### src/shared/power_down_pkg.sv
// Constants, types and state record of the power-down controller
package power_down_pkg;

	// ----------------------------------------------------------------
	// Register map (byte offsets on haddr[7:0])
	// ----------------------------------------------------------------
	localparam int ADDR_W = 8;
	localparam logic [ADDR_W-1:0] OFS_CMD = 8'h00;
	localparam logic [ADDR_W-1:0] OFS_CFG = 8'h04;
	localparam logic [ADDR_W-1:0] OFS_STAT = 8'h08;
	localparam logic [ADDR_W-1:0] OFS_IRQ_STAT = 8'h0C;
	localparam logic [ADDR_W-1:0] OFS_IRQ_MASK = 8'h10;

	// ----------------------------------------------------------------
	// Field layouts and reset values
	// ----------------------------------------------------------------
	localparam int KEY_LSB = 24;
	localparam int KEY_MSB = 31;
	localparam logic [7:0] WRITE_PASSWORD_VALUE = 8'hA5;
	localparam int REQ_BIT = 0;
	localparam int MODE_LSB = 0;
	localparam int MODE_MSB = 1;
	localparam int CPT_LSB = 4;
	localparam int CPT_MSB = 7;
	localparam int ALARM_EN_BIT = 17;
	localparam int IN_FLAG_BIT = 0;
	localparam int ALARM_FLAG_BIT = 17;
	localparam int IRQ_IN_BIT = 0;
	localparam int IRQ_ALARM_BIT = 1;
	localparam logic [31:0] CFG_RESET = 32'h0000_0003;

	// ----------------------------------------------------------------
	// Timing
	// ----------------------------------------------------------------
	localparam int DEB_W = 8;
	localparam int DEB_SHIFT = 4;
	localparam logic [DEB_W-1:0] DEB_ADD = 8'h01;
	localparam int SD_DELAY = 2;

	// ----------------------------------------------------------------
	// Bus encodings and types
	// ----------------------------------------------------------------
	localparam logic [1:0] HTRANS_NONSEQ = 2'b10;
	localparam logic HRESP_OKAY = 1'b0;

	typedef enum logic [1:0] {
		MODE_NONE = 2'b00,
		MODE_RISE = 2'b01,
		MODE_FALL = 2'b10,
		MODE_ANY = 2'b11
	} edge_mode_type;

	typedef struct packed {
		logic power_off;
		logic irq;
		logic hreadyout;
		logic [31:0] hrdata;
		logic wr_pend;
		logic [ADDR_W-1:0] wr_addr;
		edge_mode_type cfg_mode;
		logic [3:0] cfg_cpt;
		logic cfg_alarm_en;
		logic in_flag;
		logic alarm_flag;
		logic [1:0] irq_stat;
		logic [1:0] irq_mask;
		logic [SD_DELAY-1:0] sd_pipe;
		logic wake_prev;
		logic armed;
		logic level;
		logic [DEB_W-1:0] deb_cnt;
		logic alarm_s1;
		logic alarm_s2;
		logic alarm_s3;
	} ctrl_state_type;

endpackage : power_down_pkg

### src/power_down_controller.sv
// Power-down controller: password shutdown, debounced wake, alarm wake
//
// Function
// - Keyed write with request bit asserts output
// - Wrong key discards whole command write
// - Edge mode: none, rising, falling, any
// - Release after level held cpt*16+1 cycles
// - Enabled alarm releases output; disabled ignored
// - Input wake flag bit0, cleared by read
// - Alarm wake flag bit17, cleared by read
// - Shutdown takes effect two cycles after write
// - Input change during debounce clears counter, or restarts it at one in any-edge mode
// - Alarm rising edge synchronized before use
// - Block runs continuously on its clock
`timescale 1ns/100ps

module power_down_controller (
	input wire logic hclk,
	input wire logic hresetn,
	input wire logic hsel,
	input wire logic [31:0] haddr,
	input wire logic [1:0] htrans,
	input wire logic hwrite,
	input wire logic [2:0] hsize,
	input wire logic [31:0] hwdata,
	input wire logic hready,
	output logic hreadyout,
	output logic hresp,
	output logic [31:0] hrdata,
	input wire logic wake_input,
	input wire logic rtc_alarm,
	output logic power_off_output,
	output logic irq
);
	import power_down_pkg::*;

	// ----------------------------------------------------------------
	// Elaboration checks
	// ----------------------------------------------------------------
	localparam int DEB_MAX = (15 << DEB_SHIFT) + 1;

	if (DEB_MAX >= (1 << DEB_W)) begin : g_bad_width
		$error("Debounce counter too narrow");
	end

	// ----------------------------------------------------------------
	// State
	// ----------------------------------------------------------------
	ctrl_state_type q;
	ctrl_state_type d;

	logic addr_ok;
	logic rd_req;
	logic rd_stat;
	logic wr_cmd;
	logic wr_cfg;
	logic wr_istat;
	logic wr_imask;
	logic cmd_ok;
	logic trig;
	logic wake_evt;
	logic alarm_rise;
	logic alarm_evt;
	logic release_evt;
	logic [DEB_W-1:0] tgt;
	logic [DEB_W-1:0] cnt_next;
	logic [31:0] rd_mux;
	logic [1:0] istat_next;

	assign hreadyout = q.hreadyout;
	assign hresp = HRESP_OKAY;
	assign hrdata = q.hrdata;
	assign power_off_output = q.power_off;
	assign irq = q.irq;

	always_comb begin
		d = q;

		// ------------------------------------------------------------
		// Bus address and data phases
		// ------------------------------------------------------------
		// Zero wait states; size is not checked, whole words assumed
		addr_ok = hsel && (htrans == HTRANS_NONSEQ) && hready;
		rd_req = addr_ok && !hwrite;
		rd_stat = rd_req && (haddr[ADDR_W-1:0] == OFS_STAT);
		d.hreadyout = 1'b1;
		d.wr_pend = addr_ok && hwrite;
		d.wr_addr = haddr[ADDR_W-1:0];

		wr_cmd = q.wr_pend && (q.wr_addr == OFS_CMD);
		wr_cfg = q.wr_pend && (q.wr_addr == OFS_CFG);
		wr_istat = q.wr_pend && (q.wr_addr == OFS_IRQ_STAT);
		wr_imask = q.wr_pend && (q.wr_addr == OFS_IRQ_MASK);

		// ------------------------------------------------------------
		// Shutdown command
		// ------------------------------------------------------------
		// A wrong key drops the write whatever the request bit holds
		cmd_ok = wr_cmd && hwdata[REQ_BIT]
			&& (hwdata[KEY_MSB:KEY_LSB] == WRITE_PASSWORD_VALUE);
		d.sd_pipe = {q.sd_pipe[SD_DELAY-2:0], cmd_ok};

		// ------------------------------------------------------------
		// Configuration
		// ------------------------------------------------------------
		if (wr_cfg) begin
			d.cfg_mode = edge_mode_type'(hwdata[MODE_MSB:MODE_LSB]);
			d.cfg_cpt = hwdata[CPT_MSB:CPT_LSB];
			d.cfg_alarm_en = hwdata[ALARM_EN_BIT];
		end
		if (wr_imask) begin
			d.irq_mask = {hwdata[IRQ_ALARM_BIT], hwdata[IRQ_IN_BIT]};
		end

		// ------------------------------------------------------------
		// Wake input edge detection and debounce
		// ------------------------------------------------------------
		d.wake_prev = wake_input;
		case (q.cfg_mode)
			MODE_NONE: trig = 1'b0;
			MODE_RISE: trig = wake_input && !q.wake_prev;
			MODE_FALL: trig = !wake_input && q.wake_prev;
			MODE_ANY: trig = wake_input != q.wake_prev;
			default: trig = 1'b0;
		endcase

		tgt = (DEB_W'(q.cfg_cpt) << DEB_SHIFT) + DEB_ADD;
		cnt_next = q.deb_cnt + DEB_ADD;
		wake_evt = 1'b0;
		if (trig) begin
			// The edge cycle itself is the first cycle at the new level
			d.level = wake_input;
			if (tgt == DEB_ADD) begin
				wake_evt = 1'b1;
				d.armed = 1'b0;
				d.deb_cnt = '0;
			end else begin
				d.armed = 1'b1;
				d.deb_cnt = DEB_ADD;
			end
		end else if (q.armed && (q.cfg_mode == MODE_NONE)) begin
			d.armed = 1'b0;
			d.deb_cnt = '0;
		end else if (q.armed) begin
			if (wake_input != q.level) begin
				d.armed = 1'b0;
				d.deb_cnt = '0;
			// At or past target, so a count shortened mid-run still ends
			end else if (cnt_next >= tgt) begin
				wake_evt = 1'b1;
				d.armed = 1'b0;
				d.deb_cnt = '0;
			end else begin
				d.deb_cnt = cnt_next;
			end
		end

		// ------------------------------------------------------------
		// Alarm synchronizer and edge
		// ------------------------------------------------------------
		// First stage feeds only the second; edge is taken later
		d.alarm_s1 = rtc_alarm;
		d.alarm_s2 = q.alarm_s1;
		d.alarm_s3 = q.alarm_s2;
		alarm_rise = q.alarm_s2 && !q.alarm_s3;
		alarm_evt = alarm_rise && q.cfg_alarm_en;

		// ------------------------------------------------------------
		// Output control
		// ------------------------------------------------------------
		// A wake in the same cycle as the delayed command wins
		release_evt = wake_evt || alarm_evt;
		if (release_evt) begin
			d.power_off = 1'b0;
		end else if (q.sd_pipe[SD_DELAY-1]) begin
			d.power_off = 1'b1;
		end else begin
			d.power_off = q.power_off;
		end

		// ------------------------------------------------------------
		// Status flags: an event in the read cycle survives the read
		// ------------------------------------------------------------
		d.in_flag = (q.in_flag && !rd_stat) || wake_evt;
		d.alarm_flag = (q.alarm_flag && !rd_stat) || alarm_evt;

		istat_next = q.irq_stat;
		if (wr_istat) begin
			istat_next = q.irq_stat
				& ~{hwdata[IRQ_ALARM_BIT], hwdata[IRQ_IN_BIT]};
		end
		istat_next = istat_next | {alarm_evt, wake_evt};
		d.irq_stat = istat_next;
		d.irq = |(istat_next & d.irq_mask);

		// ------------------------------------------------------------
		// Read data, captured at the address phase
		// ------------------------------------------------------------
		rd_mux = '0;
		case (haddr[ADDR_W-1:0])
			OFS_CFG: begin
				rd_mux[MODE_MSB:MODE_LSB] = q.cfg_mode;
				rd_mux[CPT_MSB:CPT_LSB] = q.cfg_cpt;
				rd_mux[ALARM_EN_BIT] = q.cfg_alarm_en;
			end
			OFS_STAT: begin
				rd_mux[IN_FLAG_BIT] = q.in_flag;
				rd_mux[ALARM_FLAG_BIT] = q.alarm_flag;
			end
			OFS_IRQ_STAT: begin
				rd_mux[IRQ_IN_BIT] = q.irq_stat[IRQ_IN_BIT];
				rd_mux[IRQ_ALARM_BIT] = q.irq_stat[IRQ_ALARM_BIT];
			end
			OFS_IRQ_MASK: begin
				rd_mux[IRQ_IN_BIT] = q.irq_mask[IRQ_IN_BIT];
				rd_mux[IRQ_ALARM_BIT] = q.irq_mask[IRQ_ALARM_BIT];
			end
			default: rd_mux = '0;
		endcase
		d.hrdata = rd_req ? rd_mux : '0;
	end

	// ----------------------------------------------------------------
	// Single state register, never gated
	// ----------------------------------------------------------------
	always_ff @(posedge hclk or negedge hresetn) begin
		if (!hresetn) begin
			q <= '0;
			q.hreadyout <= 1'b1;
			q.cfg_mode <= edge_mode_type'(CFG_RESET[MODE_MSB:MODE_LSB]);
			q.cfg_cpt <= CFG_RESET[CPT_MSB:CPT_LSB];
			q.cfg_alarm_en <= CFG_RESET[ALARM_EN_BIT];
		end else begin
			q <= d;
		end
	end
endmodule : power_down_controller

### config.mk
export PLATFORM = sky130hd
export DESIGN_NAME = power_down_controller
export DESIGN_NICKNAME = d
export VERILOG_FILES = /design/src/shared/power_down_pkg.sv /design/src/power_down_controller.sv
export SDC_FILE = /design/constraint.sdc
export NUM_CORES = 1
export LEC_CHECK = 0
export CAP_MARGIN = 10
export CORE_ASPECT_RATIO = 1.5
export CORE_MARGIN = 4
export CORE_UTILIZATION = 45
export DETAILED_ROUTE_END_ITERATION = 8
export DONT_BUFFER_PORTS = 1
export SYNTH_ARGS = -nofsm -noshare
export SYNTH_HDL_FRONTEND = slang
export SYNTH_SLANG_ARGS = --single-unit
### constraint.sdc
create_clock -name hclk -period 3.15 [get_ports hclk]
set_input_delay 0.63 -clock hclk [delete_from_list [all_inputs] [get_ports hclk]]
set_output_delay 0.63 -clock hclk [all_outputs]
set_load 0.005 [all_outputs]
==> metrics <==
cts repair resizes=0; Startpoint Class=flop; Crit. End Element=flop; clk slew on worst S/H paths=0.09 ns; # DRC=0; GRT overflow=0; CTS Buffer Depth=2; die area=6636 sq um; Routed WL=4298 um; initial antenna violation count=0; Setup Buffers After CTS=0; final worst-path cycle share=88.77%; gr usage total=13.47%; Max Transition Viols Final=0; DR pass1 iterations=4; fin util=48.01%; critical path fanouts, max=9; Synth Register Bits=47; LEAKAGE=0.001154 uW; largest net degree at the start of global routing=48; Cell variety after synth=49; DRT iter0 DRCs=45; first-pass GRT wire length=just under 7000 um; via count=approximately 1500; Max Clk Rate=357.6 MHz; Peak VDD IR=188.0 uV; relative slew slack=between 60% and 70%; Async SR Flop Fraction=100.0%; maxcap violations=0; CP required=3.34 ns; final hold vios=0; Data arrival, critical path=2.98 ns; drt wl/cell=14.72 um; HP Class=primary input to async pin; worst slack, placed=approximately 0.36 ns; Tot Pwr=1247 uW; Die Span X=67.86 um; H-tree depth=2; n_diodes=0; setup TNS=0 ns; Synth Warn #=0; layout cells sized above 1=about an eighth; sequential share of the synthesized area=48.73%; io pins=112; Layout area overhead=2.535%; Num CTS Buffers=5; TritonCTS clock tree=done; # rows=32; Pwr Density=502.9 nW/um^2; RSZ-0062 raised after global routing=no; Post-synth EDFFs=0; Worst Path Class, Setup=flop to flop; Setup Skew=0.008574 ns; die height=97.79 um; vias in the first global route=1429; initial core utilization=a little under half; number of port buffers=0; TritonCTS Sinks=47; Mapped Area=2419 sq um; worst slew pin tran=about 0.55 ns; hold_ws=0.02664 ns; Final ANT Viol Nets=0; Top FF cell, synth=dfrtp_1; Final Setup Violations=0; DPL Wire Length=between 3000 and 4000 um; Skew-Pair Late Insertion Delay=0.29 ns; RePlAce Congestion=0.7420; Synth Instances=224; status=finished clean; Avg Inst Size Synth=10.80 sq um; CORE AREA=5165 sq um; nets=307; final setup margin=between 0.3 and 0.4 ns; minimum clock period=between 2 and 3 ns; Vias/cell=4.986; Root Driver=clkbuf_8
==> cells by family (layout without fill, tap and decap cells) <==
kind of cell | Yosys count | in the layout | share of synthesized area [%]
muxes | 5 | 5 | 2.328
adders and majority gates | 8 | 8 | 4.139
xor gates and xnor gates | 5 | 5 | 1.811
other | 2 | 27 | 0.3105
DFF | 47 | 47 | 48.73
AOI/OAI and AO/OA | 38 | 38 | 12.67
buffers and inverters | 51 | 26 | 13.55
and+or+nand+nor | 68 | 68 | 16.45
==> layer usage <==
| metal | share of wire [%] | GRT usage (%) | up-vias |
|---|---|---|---|
| met3 | 6.4 | 3.567 | 7 |
| met1 | 37 | 14.92 | 701 |
| met2 | 55 | 23.33 | 39 |
| li1 | - | - | 709 |
| met4 | 2.1 | 5.972 | 0 |
| met5 | 0 | 0 | - |
==> worst max-delay path, cell delays in order, from the launching register on <==
cell	delay, ns
dfrtp_1	0.46
ha_1	0.27
nand2_1	0.12
or2_2	0.32
xnor2_1	0.19
ha_1	0.28
a21o_1	0.16
a21oi_1	0.17
o21ai_2	0.16
a2bb2oi_2	0.20
a221o_1	0.36
==> final cells by class <==
type                       instances  area (sq um)
fill                             483          2685
sequential                        47          1179
multi-input combinational        151          1006
tap                               68         85.08
clock buffer                       5         68.82
inverter                          14         52.55
timing repair buffer               4         45.04
clock inverter                     3         43.79
==> sequential cells by signal, indices dropped and copies added, names as in the netlist <==
register	flops
q	35
hrdata	7
d	3
irq	1
power_off_output	1
==> final timing paths <==
path | startpoint | cells after the start | slack (ns) | endpoint
setup / recovery | q[4] | 10 | 0.35 | irq
hold / removal | hresetn | 0 | 0.03 | q[6]
setup reg to reg | q[4] | 10 | 0.35 | irq
hold reg to reg | d[15] | 0 | 0.35 | q[15]
max in group asynchronous | hresetn | 1 | 2.45 | q[31]
min in group hclk | d[15] | 0 | 0.35 | q[15]
==> report_power, final <==
part / leakage [uW] / total (uW) / internal (uW) / switching (uW)
clock: 0.0000581 / 438 / 236 / 201
combinational: 0.000529 / 127 / 58.8 / 68.5
sequential: 0.000567 / 682 / 644 / 38.4
total: 0.00115 / 1250 / 939 / 308
==> Yosys cell counts, drive strengths merged (2+ instances only) <==
library cell,instances,area [sq um]
a21o,5,37.54
a21oi,4,20.02
a22o,4,35.03
a31oi,2,12.51
and2,6,37.54
and3,2,12.51
buf,36,271.5
conb,2,7.510
dfrtp,45,1126
dfstp,2,52.55
ha,8,100.1
inv,14,52.55
mux2,5,56.30
nand2,11,41.29
nand3,7,40.04
nand3b,3,22.52
nand4,3,18.77
nor2,12,45.04
nor2b,3,18.77
nor3,6,30.03
nor4,3,18.77
nor4b,2,32.53
o21a,3,22.52
o21ai,10,53.80
o311ai,3,26.28
or2,3,18.77
xnor2,4,35.03
==> cell usage in the layout (no fill, tap or decap), types with 2 or more instances in the layout <==
master and count:
ha_1 8, o311ai_0 3, dfrtp_1 45, xnor2_1 4, nand2_1 11, or2_2 2
mux2_2 5, o21a_1 3, conb_1 27, nand3b_1 3, inv_1 14, o21ai_0 9
buf_4 2, nand3_1 6, a22o_1 4, nor2b_1 3, nor3_1 6, and2_1 6
a31oi_1 2, and3_1 2, nor2_1 12, nand4_1 3, a21o_1 5, a21oi_1 4
clkbuf_8 5, nor4_1 3, dfstp_2 2
==> metrics by stage <==
stage	cell area, sq um	std cells
2_1_floorplan	2512	249
3_3_place_gp	2337	282
3_5_place_dp	2337	282
4_1_cts	2450	290
5_1_grt	2480	292
6_report	2480	292
==> timing repair <==
| item | in CTS | in global routing |
|---|---|---|
| hold buffers | 0 | 2 |
| endpoints found under the hold margin | 0 | 23 |
| setup endpoints to repair | 0 | 0 |
(Power assumes the default switching activity.)
